File: config.mk
export PLATFORM = sky130hd
export DESIGN_NAME = rcp_top
export DESIGN_NICKNAME = d
export VERILOG_FILES = /design/src/hw/rcp_pkg.sv /design/src/hw/rcp_ref_div.sv /design/src/hw/rcp_pwr_fsm.sv /design/src/hw/rcp_top.sv
export SDC_FILE = /design/constraint.sdc
export NUM_CORES = 1
export LEC_CHECK = 0
export BUFFER_PORTS_ARGS = -buffer_cell sky130_fd_sc_hd__clkbuf_2
export CELL_PAD_IN_SITES_DETAIL_PLACEMENT = 1
export CELL_PAD_IN_SITES_GLOBAL_PLACEMENT = 1
export CORE_MARGIN = 3
export CORE_UTILIZATION = 39
export CTS_CLUSTER_DIAMETER = 200
export DETAILED_ROUTE_END_ITERATION = 7
export MAX_ROUTING_LAYER = met4
export PLACE_DENSITY_LB_ADDON = 0.1
export SYNTH_ARGS = -nofsm -noshare
export SYNTH_HDL_FRONTEND = slang
export SYNTH_SLANG_ARGS = --single-unit
export TNS_END_PERCENT = 5
File: constraint.sdc
create_clock -name clk -period 5 [get_ports clk]
set_clock_uncertainty 0.1 [all_clocks]
set_input_delay 0.75 -clock clk [delete_from_list [all_inputs] [get_ports clk]]
set_output_delay 0.75 -clock clk [all_outputs]
set_load 0.02 [all_outputs]
File: src/hw/rcp_pkg.sv
// package: register map, field layout, mode codes and carriers for the ref clock block
package rcp_pkg;

  // ------------------------------------------------------------
  // register map (word addresses over wishbone, byte address = 4*index)
  // ------------------------------------------------------------
  localparam logic [3:0]  ADDR_REF_CTRL    = 4'h0;  // ref_clock_output_control
  localparam logic [3:0]  ADDR_PWR_CTRL    = 4'h1;  // power mode / system config
  localparam logic [3:0]  ADDR_PWR_STAT    = 4'h2;  // power mode status
  localparam int          ADDR_MSB         = 5;
  localparam int          ADDR_LSB         = 2;

  // ------------------------------------------------------------
  // ref_clock_output_control fields
  // ------------------------------------------------------------
  localparam int          REF_EN_BIT       = 15;
  localparam int          REF_SLP_BIT      = 13;
  localparam int          REF_SEL_BIT      = 12;
  localparam int          REF_DIV_MSB      = 11;
  localparam int          REF_DIV_LSB      = 8;
  localparam logic [15:0] REF_WR_MASK      = 16'hbf00;
  localparam logic [15:0] REF_RESET        = 16'h0000;

  // ------------------------------------------------------------
  // power control fields
  // ------------------------------------------------------------
  localparam int          PC_WDT_EN_BIT    = 0;
  localparam int          PC_FSM_EN_BIT    = 1;
  localparam int          PC_POSC_KEEP_BIT = 2;
  localparam int          PC_USB_EN_BIT    = 3;
  localparam int          PC_OSC_MSB       = 6;
  localparam int          PC_OSC_LSB       = 4;
  localparam logic [6:0]  PC_WR_MASK       = 7'h7f;
  localparam logic [6:0]  PC_RESET         = 7'h00;

  // divider width: 2^15 is the largest ratio, half period up to 2^14
  localparam int          DIV_W            = 15;
  localparam logic [DIV_W-1:0] DIV_ONE     = 15'h0001;
  localparam logic [DIV_W-1:0] DIV_ZERO    = 15'h0000;

  // ------------------------------------------------------------
  // oscillator modes (system clock source codes)
  // ------------------------------------------------------------
  localparam logic [2:0]  OSC_FRC          = 3'h0;
  localparam logic [2:0]  OSC_FAST_RC_PLL_MODE       = 3'h1;
  localparam logic [2:0]  OSC_PRI          = 3'h2;
  localparam logic [2:0]  OSC_PRIPLL       = 3'h3;
  localparam logic [2:0]  OSC_SOSC         = 3'h4;
  localparam logic [2:0]  OSC_LOW_POWER_RC_OSC         = 3'h5;

  // power-save instruction operand
  localparam logic        PS_SLEEP         = 1'b0;
  localparam logic        PS_IDLE          = 1'b1;

  // power mode states
  typedef enum logic [1:0] {
    RCP_RUN   = 2'b00,
    RCP_IDLE  = 2'b01,
    RCP_SLEEP = 2'b10
  } rcp_mode_t;

  // wishbone request carrier
  typedef struct packed {
    logic        cyc;
    logic        stb;
    logic        we;
    logic [3:0]  sel;
    logic [31:0] adr;
    logic [31:0] dat;
  } rcp_wb_req_t;

  // clock enables handed to the rest of the device
  typedef struct packed {
    logic cpu_run;
    logic sys_clk_on;
    logic periph_sys_on;
    logic fsm_on;
    logic low_power_rc_osc_on;
    logic posc_on;
  } rcp_clk_en_t;

endpackage : rcp_pkg

File: src/hw/rcp_ref_div.sv
// power-of-two reference divider producing a square wave from base clock ticks
module rcp_ref_div (
  input  wire logic             clk,
  input  wire logic             rst,
  input  wire logic             ce,
  input  wire logic             run,      // divider allowed to run
  input  wire logic             tick,     // one base clock edge pulse
  input  wire logic       [3:0] divisor,  // ratio is 2^divisor
  output logic                  ref_out
);

  // ------------------------------------------------------------
  // state
  // ------------------------------------------------------------
  localparam int DIV_W = rcp_pkg::DIV_W;  // local copy for size casts
  logic [rcp_pkg::DIV_W-1:0] cnt_ff;      // base ticks counted
  logic [3:0]                div_ff;      // divisor last used
  logic                      ref_ff;      // divided level
  logic [rcp_pkg::DIV_W-1:0] half_limit;  // ticks per half period minus one
  logic                      restart;     // disable or divisor change
  logic                      wrap;        // half period done

  assign half_limit = (divisor == 4'h0) ? rcp_pkg::DIV_ZERO
                    : DIV_W'((rcp_pkg::DIV_ONE << (divisor - 4'h1)) - rcp_pkg::DIV_ONE);
  assign restart    = !run || (divisor != div_ff);
  assign wrap       = (cnt_ff == half_limit);

  // ------------------------------------------------------------
  // divider counter
  // ------------------------------------------------------------
  // restart and square wave
  always_ff @(posedge clk) begin
    if (rst) begin
      cnt_ff <= rcp_pkg::DIV_ZERO;
      div_ff <= 4'h0;
      ref_ff <= 1'b0;
    end else if (ce) begin
      div_ff <= divisor;
      if (restart) begin
        // restart low so the first half period is full length
        cnt_ff <= rcp_pkg::DIV_ZERO;
        ref_ff <= 1'b0;
      end else if (divisor == 4'h0) begin
        ref_ff <= tick;
      end else if (tick) begin
        cnt_ff <= wrap ? rcp_pkg::DIV_ZERO : DIV_W'(cnt_ff + rcp_pkg::DIV_ONE);
        if (wrap) begin
          ref_ff <= !ref_ff;
        end
      end
    end
  end

  assign ref_out = ref_ff;

endmodule : rcp_ref_div

File: src/hw/rcp_pwr_fsm.sv
// sleep / idle power mode sequencer
module rcp_pwr_fsm (
  input  wire logic              clk,
  input  wire logic              rst,
  input  wire logic              ce,
  input  wire logic              ps_req,     // power-save instruction executed
  input  wire logic              ps_op,      // operand: sleep or idle
  input  wire logic              wake_irq,   // enabled interrupt pending
  input  wire logic              wdt_tmo,    // watchdog time-out
  output rcp_pkg::rcp_mode_t     mode,
  output logic                   wdt_clr,    // one-cycle watchdog clear
  output logic                   wake        // one-cycle wake pulse
);

  // ------------------------------------------------------------
  // state register
  // ------------------------------------------------------------
  rcp_pkg::rcp_mode_t mode_ff;
  rcp_pkg::rcp_mode_t nxt_mode;
  logic               wdt_clr_ff;
  logic               wake_ff;
  logic               wake_ev;     // any wake source
  logic               enter;       // accepted entry

  assign wake_ev = wake_irq || wdt_tmo;
  // only the instruction enters a low-power mode
  assign enter   = ps_req && (mode_ff == rcp_pkg::RCP_RUN);

  // ------------------------------------------------------------
  // next state
  // ------------------------------------------------------------
  always_comb begin
    nxt_mode = mode_ff;
    unique case (mode_ff)
      rcp_pkg::RCP_RUN: begin
        if (enter) begin
          nxt_mode = (ps_op == rcp_pkg::PS_IDLE) ? rcp_pkg::RCP_IDLE : rcp_pkg::RCP_SLEEP;
        end
      end
      rcp_pkg::RCP_IDLE,
      rcp_pkg::RCP_SLEEP: begin
        if (wake_ev) begin
          nxt_mode = rcp_pkg::RCP_RUN;
        end
      end
      default: begin
        nxt_mode = rcp_pkg::RCP_RUN;
      end
    endcase
  end

  // ------------------------------------------------------------
  // registers; reset is itself a wake source
  // ------------------------------------------------------------
  always_ff @(posedge clk) begin
    if (rst) begin
      mode_ff    <= rcp_pkg::RCP_RUN;
      wdt_clr_ff <= 1'b0;
      wake_ff    <= 1'b0;
    end else if (ce) begin
      mode_ff    <= nxt_mode;
      // clear watchdog on sleep and idle entry
      wdt_clr_ff <= enter;
      wake_ff    <= (mode_ff != rcp_pkg::RCP_RUN) && (nxt_mode == rcp_pkg::RCP_RUN);
    end
  end

  assign mode    = mode_ff;
  assign wdt_clr = wdt_clr_ff;
  assign wake    = wake_ff;

endmodule : rcp_pwr_fsm

File: src/hw/rcp_top.sv
// reference clock output generator and sleep / idle power control, wishbone slave

// Functional notes
// - enable bit drives divided clock onto pin
// - divisor field divides by two to field
// - source bit picks primary osc or sysclk
// - run-in-sleep bit keeps output in sleep only from primary osc with primary kept; sysclk source gives no ticks in sleep
// - bit 14 and low byte read zero
// - output works in every oscillator mode
// - only the instruction enters sleep/idle
// - sleep stops system clock, and primary osc unless kept
// - fail-safe monitor stops in sleep
// - low-power rc runs in sleep with watchdog
// - watchdog cleared on sleep and idle entry
// - sysclk peripherals off in sleep
// - wake on interrupt, reset, watchdog time-out
// - sleep wake resumes the same clock source
// - idle stops cpu, clock keeps running
// - idle keeps rc if watchdog or monitor
// - idle wake restarts cpu at once
// - usb only with primary or primary pll
module rcp_top (
  input  wire logic                  clk,
  input  wire logic                  rst,
  input  wire logic                  ce,            // freezes all state when low
  // wishbone classic slave
  input  wire rcp_pkg::rcp_wb_req_t  wb_req,
  output logic [31:0]                wb_dat_o,
  output logic                       wb_ack_o,
  // base clock ticks (one-cycle pulses per base clock edge)
  input  wire logic                  posc_tick,
  input  wire logic                  sys_tick,
  // cpu power-save interface
  input  wire logic                  ps_req,
  input  wire logic                  ps_op,
  input  wire logic                  wake_irq,
  input  wire logic                  wdt_tmo,
  // pins and enables
  output logic                       ref_clock_pin_o,
  output logic                       ref_clock_pin_oe,
  output rcp_pkg::rcp_clk_en_t       clk_en,
  output logic                       watchdog_clr,
  output logic                       usb_clk_ok,
  output logic [2:0]                 osc_src
);

  // ------------------------------------------------------------
  // bus decode
  // ------------------------------------------------------------
  localparam int AW = rcp_pkg::ADDR_MSB - rcp_pkg::ADDR_LSB + 1;

  logic [15:0]       ref_ctrl_ff;     // ref_clock_output_control
  logic [6:0]        pwr_ctrl_ff;     // watchdog/monitor/keep/usb/osc
  logic [2:0]        sleep_src_ff;    // clock source latched at sleep entry
  logic              ack_ff;
  logic [31:0]       dat_ff;
  logic [AW-1:0]     word_adr;
  logic              req;             // new access this cycle
  logic              wr_ref;
  logic              wr_pwr;
  logic              lo_lane;
  logic              hi_lane;
  logic [15:0]       lane_mask;
  logic [15:0]       ref_wdata;
  logic [6:0]        pwr_wdata;
  logic [31:0]       rd_mux;

  assign word_adr  = wb_req.adr[rcp_pkg::ADDR_MSB:rcp_pkg::ADDR_LSB];
  // ack drops for one cycle after each answer
  assign req       = wb_req.cyc && wb_req.stb && !ack_ff;
  assign lo_lane   = wb_req.sel[0];
  assign hi_lane   = wb_req.sel[1];
  assign lane_mask = {{8{hi_lane}}, {8{lo_lane}}};
  assign wr_ref    = req && wb_req.we && (word_adr == rcp_pkg::ADDR_REF_CTRL);
  assign wr_pwr    = req && wb_req.we && lo_lane && (word_adr == rcp_pkg::ADDR_PWR_CTRL);

  // reserved bits masked on write so they read zero
  assign ref_wdata = (ref_ctrl_ff & ~(lane_mask & rcp_pkg::REF_WR_MASK))
                   | (wb_req.dat[15:0] & lane_mask & rcp_pkg::REF_WR_MASK);
  assign pwr_wdata = wb_req.dat[6:0] & rcp_pkg::PC_WR_MASK;

  // ------------------------------------------------------------
  // control fields
  // ------------------------------------------------------------
  logic              ref_en;
  logic              ref_slp;
  logic              ref_sel;
  logic [3:0]        ref_div;
  logic              wdt_en;
  logic              fsm_en;
  logic              posc_keep;
  logic              usb_en;
  logic [2:0]        osc_mode;

  assign ref_en    = ref_ctrl_ff[rcp_pkg::REF_EN_BIT];
  assign ref_slp   = ref_ctrl_ff[rcp_pkg::REF_SLP_BIT];
  assign ref_sel   = ref_ctrl_ff[rcp_pkg::REF_SEL_BIT];
  assign ref_div   = ref_ctrl_ff[rcp_pkg::REF_DIV_MSB:rcp_pkg::REF_DIV_LSB];
  assign wdt_en    = pwr_ctrl_ff[rcp_pkg::PC_WDT_EN_BIT];
  assign fsm_en    = pwr_ctrl_ff[rcp_pkg::PC_FSM_EN_BIT];
  assign posc_keep = pwr_ctrl_ff[rcp_pkg::PC_POSC_KEEP_BIT];
  assign usb_en    = pwr_ctrl_ff[rcp_pkg::PC_USB_EN_BIT];
  assign osc_mode  = pwr_ctrl_ff[rcp_pkg::PC_OSC_MSB:rcp_pkg::PC_OSC_LSB];

  // ------------------------------------------------------------
  // power mode sequencer
  // ------------------------------------------------------------
  rcp_pkg::rcp_mode_t mode;
  logic               fsm_wdt_clr;
  logic               fsm_wake;
  logic               in_sleep;
  logic               in_idle;
  logic               sleep_entry;

  rcp_pwr_fsm u_pwr (
    .clk      (clk),
    .rst      (rst),
    .ce       (ce),
    .ps_req   (ps_req),
    .ps_op    (ps_op),
    .wake_irq (wake_irq),
    .wdt_tmo  (wdt_tmo),
    .mode     (mode),
    .wdt_clr  (fsm_wdt_clr),
    .wake     (fsm_wake)
  );

  assign in_sleep    = (mode == rcp_pkg::RCP_SLEEP);
  assign in_idle     = (mode == rcp_pkg::RCP_IDLE);
  assign sleep_entry = ps_req && (ps_op == rcp_pkg::PS_SLEEP)
                    && (mode == rcp_pkg::RCP_RUN);

  // ------------------------------------------------------------
  // reference source and divider
  // ------------------------------------------------------------
  logic posc_alive;   // primary osc running
  logic base_tick;
  logic div_run;
  logic div_out;

  // primary osc survives sleep only when kept alive
  assign posc_alive = !in_sleep || posc_keep;
  // source select: primary osc or live system clock
  // either source is valid in any oscillator mode
  assign base_tick  = ref_sel ? (posc_tick && posc_alive) : (sys_tick && !in_sleep);
  // stop in sleep unless run-in-sleep set
  assign div_run    = ref_en && (!in_sleep || ref_slp);

  rcp_ref_div u_div (
    .clk     (clk),
    .rst     (rst),
    .ce      (ce),
    .run     (div_run),
    .tick    (base_tick),
    .divisor (ref_div),
    .ref_out (div_out)
  );

  // ------------------------------------------------------------
  // clock enables for the rest of the device
  // ------------------------------------------------------------
  rcp_pkg::rcp_clk_en_t nxt_clk_en;

  always_comb begin
    // cpu clock reapplied as soon as mode returns to run
    nxt_clk_en.cpu_run       = !in_sleep && !in_idle;
    // sleep shuts the system clock; primary osc stays on only with posc_keep
    nxt_clk_en.sys_clk_on    = !in_sleep;
    // system clocked peripherals off in sleep
    nxt_clk_en.periph_sys_on = !in_sleep;
    nxt_clk_en.fsm_on        = fsm_en && !in_sleep;
    // idle keeps rc with watchdog or monitor
    nxt_clk_en.low_power_rc_osc_on       = in_sleep ? wdt_en : (wdt_en || fsm_en);
    nxt_clk_en.posc_on       = posc_alive;
  end

  // ------------------------------------------------------------
  // registers
  // ------------------------------------------------------------
  logic [15:0] nxt_ref_ctrl;
  logic [6:0]  nxt_pwr_ctrl;
  logic        usb_src_ok;

  assign nxt_ref_ctrl = wr_ref ? ref_wdata : ref_ctrl_ff;
  assign nxt_pwr_ctrl = wr_pwr ? pwr_wdata : pwr_ctrl_ff;
  // usb clock only from primary or primary pll
  assign usb_src_ok   = (osc_mode == rcp_pkg::OSC_PRI) || (osc_mode == rcp_pkg::OSC_PRIPLL);

  // control registers and clock source capture
  always_ff @(posedge clk) begin
    if (rst) begin
      ref_ctrl_ff  <= rcp_pkg::REF_RESET;
      pwr_ctrl_ff  <= rcp_pkg::PC_RESET;
      sleep_src_ff <= rcp_pkg::OSC_FRC;
    end else if (ce) begin
      ref_ctrl_ff  <= nxt_ref_ctrl;
      pwr_ctrl_ff  <= nxt_pwr_ctrl;
      // remember the source active at sleep entry
      if (sleep_entry) begin
        sleep_src_ff <= osc_mode;
      end
    end
  end

  // ------------------------------------------------------------
  // read mux: status shows mode, captured source and usb source ok
  // ------------------------------------------------------------
  // bit 14 and low byte are never stored
  assign rd_mux = (word_adr == rcp_pkg::ADDR_REF_CTRL) ? {16'h0000, ref_ctrl_ff}
                : (word_adr == rcp_pkg::ADDR_PWR_CTRL) ? {25'h0000000, pwr_ctrl_ff}
                : (word_adr == rcp_pkg::ADDR_PWR_STAT) ? {26'h0000000, usb_src_ok,
                                                           sleep_src_ff, mode}
                : 32'h00000000;

  // bus answer: one wait-free ack, unmapped reads return zero
  always_ff @(posedge clk) begin
    if (rst) begin
      ack_ff <= 1'b0;
      dat_ff <= 32'h00000000;
    end else if (ce) begin
      ack_ff <= req;
      dat_ff <= (req && !wb_req.we) ? rd_mux : 32'h00000000;
    end
  end

  // ------------------------------------------------------------
  // registered outputs
  // ------------------------------------------------------------
  logic                 pin_ff;
  logic                 pin_oe_ff;
  rcp_pkg::rcp_clk_en_t clk_en_ff;
  logic                 wdt_clr_ff;
  logic                 usb_ok_ff;
  logic [2:0]           osc_src_ff;

  // output flops; during sleep the source shown is the captured one
  always_ff @(posedge clk) begin
    if (rst) begin
      pin_ff     <= 1'b0;
      pin_oe_ff  <= 1'b0;
      clk_en_ff  <= '0;
      wdt_clr_ff <= 1'b0;
      usb_ok_ff  <= 1'b0;
      osc_src_ff <= rcp_pkg::OSC_FRC;
    end else if (ce) begin
      pin_oe_ff  <= ref_en;
      pin_ff     <= div_out && ref_en;
      clk_en_ff  <= nxt_clk_en;
      // watchdog clear pulse when watchdog enabled
      wdt_clr_ff <= fsm_wdt_clr && wdt_en;
      usb_ok_ff  <= usb_en && usb_src_ok;
      // show the source captured at entry while in sleep, the osc field otherwise
      osc_src_ff <= in_sleep ? sleep_src_ff : osc_mode;
    end
  end

  assign wb_dat_o         = dat_ff;
  assign wb_ack_o         = ack_ff;
  assign ref_clock_pin_o  = pin_ff;
  assign ref_clock_pin_oe = pin_oe_ff;
  assign clk_en           = clk_en_ff;
  assign watchdog_clr     = wdt_clr_ff;
  assign usb_clk_ok       = usb_ok_ff;
  assign osc_src          = osc_src_ff;

endmodule : rcp_top

==> flow_metrics.tcl <==
set metrics [dict create \
    hp-class "reg -> reg" \
    via_per_inst 5.31 \
    cpPeakStageDelay_ps 920 \
    fin_setup_tns_ps 0 \
    clock_latency_ps 330 \
    yosysSeqAreaShare 0.355 \
    max_slew.worst_pin.slew_ps 999 \
    cp_max_fo 24 \
    critPathCaptureType "flip-flop" \
    syn_inst 458 \
    rsz0062_at_grt "false" \
    cts_tree "yes" \
    synth_warnings 0 \
    synth_top_area_cell "dfxtp_1" \
    diodes 0 \
    core_mm2 0.00933 \
    drc_errors 0 \
    path_class "reg -> reg" \
    postCtsHoldBufs 0 \
    wire_per_inst_um 16.3 \
    slew_violations 0 \
    gp_congestion 0.782 \
    grt_max_degree 59 \
    rows 35 \
    clkSlewWorstSetupHoldPaths_ps 80 \
    final_core_util 0.454 \
    synth-main-ff-cell "dfxtp_1" \
    final_common_cell "dfxtp_1" \
    dieArea_mm2 0.0109 \
    p_leak_nw 1.85 \
    drt-total-wl_um 10300 \
    place.detailed.hpwl_um 7290 \
    crit_arrival_ps 4080 \
    postCtsSetupRepairBufs 0 \
    slew_headroom 0.333 \
    synth.ff_latch_count 67 \
    pwr_density_cell_mw_per_mm2 259 \
    die_w_um 104 \
    setup_viol 0 \
    ctsResizeCount 0 \
    ir_drop_uv 116 \
    detail_route.iter0.violations 90 \
    start_kind "flip-flop" \
    dp_slack_ps 1070 \
    fin_crit_sh 0.786 \
    worstPathCellList "inv_1 > nor2_1 > nand2_1 > ha_1 > or4b_1 > o21ai_0 > a22oi_1 > xor2_1 > nand4b_2 > o31a_1 > nor4_2" \
    synth-async-reset-ratio 0 \
    ys_types 60 \
    critical_path.slowest_cell "dfxtp_1" \
    cts_buffers 9 \
    min_period_ps 3930 \
    start_util 0.405 \
    crit_required_ps 5150 \
    antenna_found_initial 0 \
    antenna_left 0 \
    io_pins 126 \
    area_growth_pct 12.1 \
    netlist_area_mm2 0.00377 \
    final_cell_mix "67 x dfxtp_1, 63 x nor2_1, 59 x clkbuf_2" \
    synth_edf_count 0 \
    outcome "completed" \
    h-tree-depth 3 \
    drt-pass1-iter-count 4 \
    cts_buffer_depth 2 \
    grt-ovfl-total 0 \
    fin_ws_ps 1070 \
    yosysTopAreaCellShare 0.355 \
    maxCapViolations 0 \
    clockRootBuffer "clkbuf_8" \
    synth.avg_cell_area_um2 8.24 \
    track_usage 0.194 \
    vias 3350 \
    timing.fmax_mhz 254 \
    grt_pass1_vias 3428 \
    hold_viol_final 0 \
    io_buffer_count 59 \
    die_y_um 104 \
    layout-drive-gt1-share 0.173 \
    final_net_count 581 \
    ys_top_cells_by_area "dfxtp_1 36%, mux2i_1 7.7%, nor2_1 6.3%" \
    grt_pass1_wl_um 16900 \
    cts_sinks 67 \
]
## worst max-delay path: cells and delay by family (launching register included)
family                   cells  cell delay, ps
adder cells (fa/ha/maj)      1             380
flip-flops                   1             920
buffers and inverters        1             130
XOR/XNOR                     1             230
AO/OA/AOI/OAI                3             630
AND/OR/NAND/NOR              5            1440
## worst paths after layout
check                           cells past startpoint    startpoint  slack [ps]            end
worst max register to register                     11     flip-flop        1070  u_div.ref_out
worst max-delay path                               11     flip-flop        1070  u_div.ref_out
worst min-delay path                                2  watchdog_clr         360   watchdog_clr
worst min register to register                      2  watchdog_clr         360   watchdog_clr
## cells by family after synthesis
group           share of synthesized area
xor+xnor                           0.0418
compound gates                      0.171
simple gates                        0.239
fa+ha+maj                          0.0159
other cells                      0.000993
buf+inv                            0.0984
mux                                0.0769
flops                               0.355
## cells in the mapped netlist, drive strengths merged, types with 3 or more instances
master / instances
clkbuf: 13
a211oi: 7
nand2: 41
a22oi: 14
o21ai: 16
nor3: 4
dfxtp: 67
nor4b: 4
nand3b: 4
inv: 13
nand4b: 4
xnor2: 9
nand2b: 4
and2: 6
mux2i: 29
o221ai: 8
a22o: 5
and3: 8
nor2: 64
nand4: 4
xor2: 9
buf: 42
a21oi: 20
nor4: 3
o211ai: 5
ha: 4
a31oi: 3
nand3: 11
nor2b: 9
## stage by stage
stage,std cells,hold WS (ps),total power (W),instance area [µm²]
after CTS,631,369,0.00111,4230
after detailed placement,615,358,0.000639,4030
after global placement,615,351,0.000638,4030
after floorplan,475,344,0.000620,3840
final,631,364,0.00109,4230
after global routing,631,407,0.00115,4230
## power breakdown
part	total [W]	internal (W)	switching, W
registers	0.000543	0.000539	0.00000420
clock network	0.000468	0.000259	0.000209
logic	0.0000831	0.0000261	0.0000570
total	0.00109	0.000824	0.000270
## layer usage
metal  track usage  share of wire
met1         0.228           0.45
met4        0.0513          0.014
met5             -              0
met2         0.334           0.50
met3        0.0435          0.035
## layout make-up
cell class	instances	area, µm²
tap	129	161
sequential	67	1340
fill	1153	5100
timing repair buffer	66	348
clock buffer	13	159
inverter	13	48.8
multi-input combinational	340	2130
clock inverter	3	46.3
Note: power is estimated with default switching activity, not from simulation.
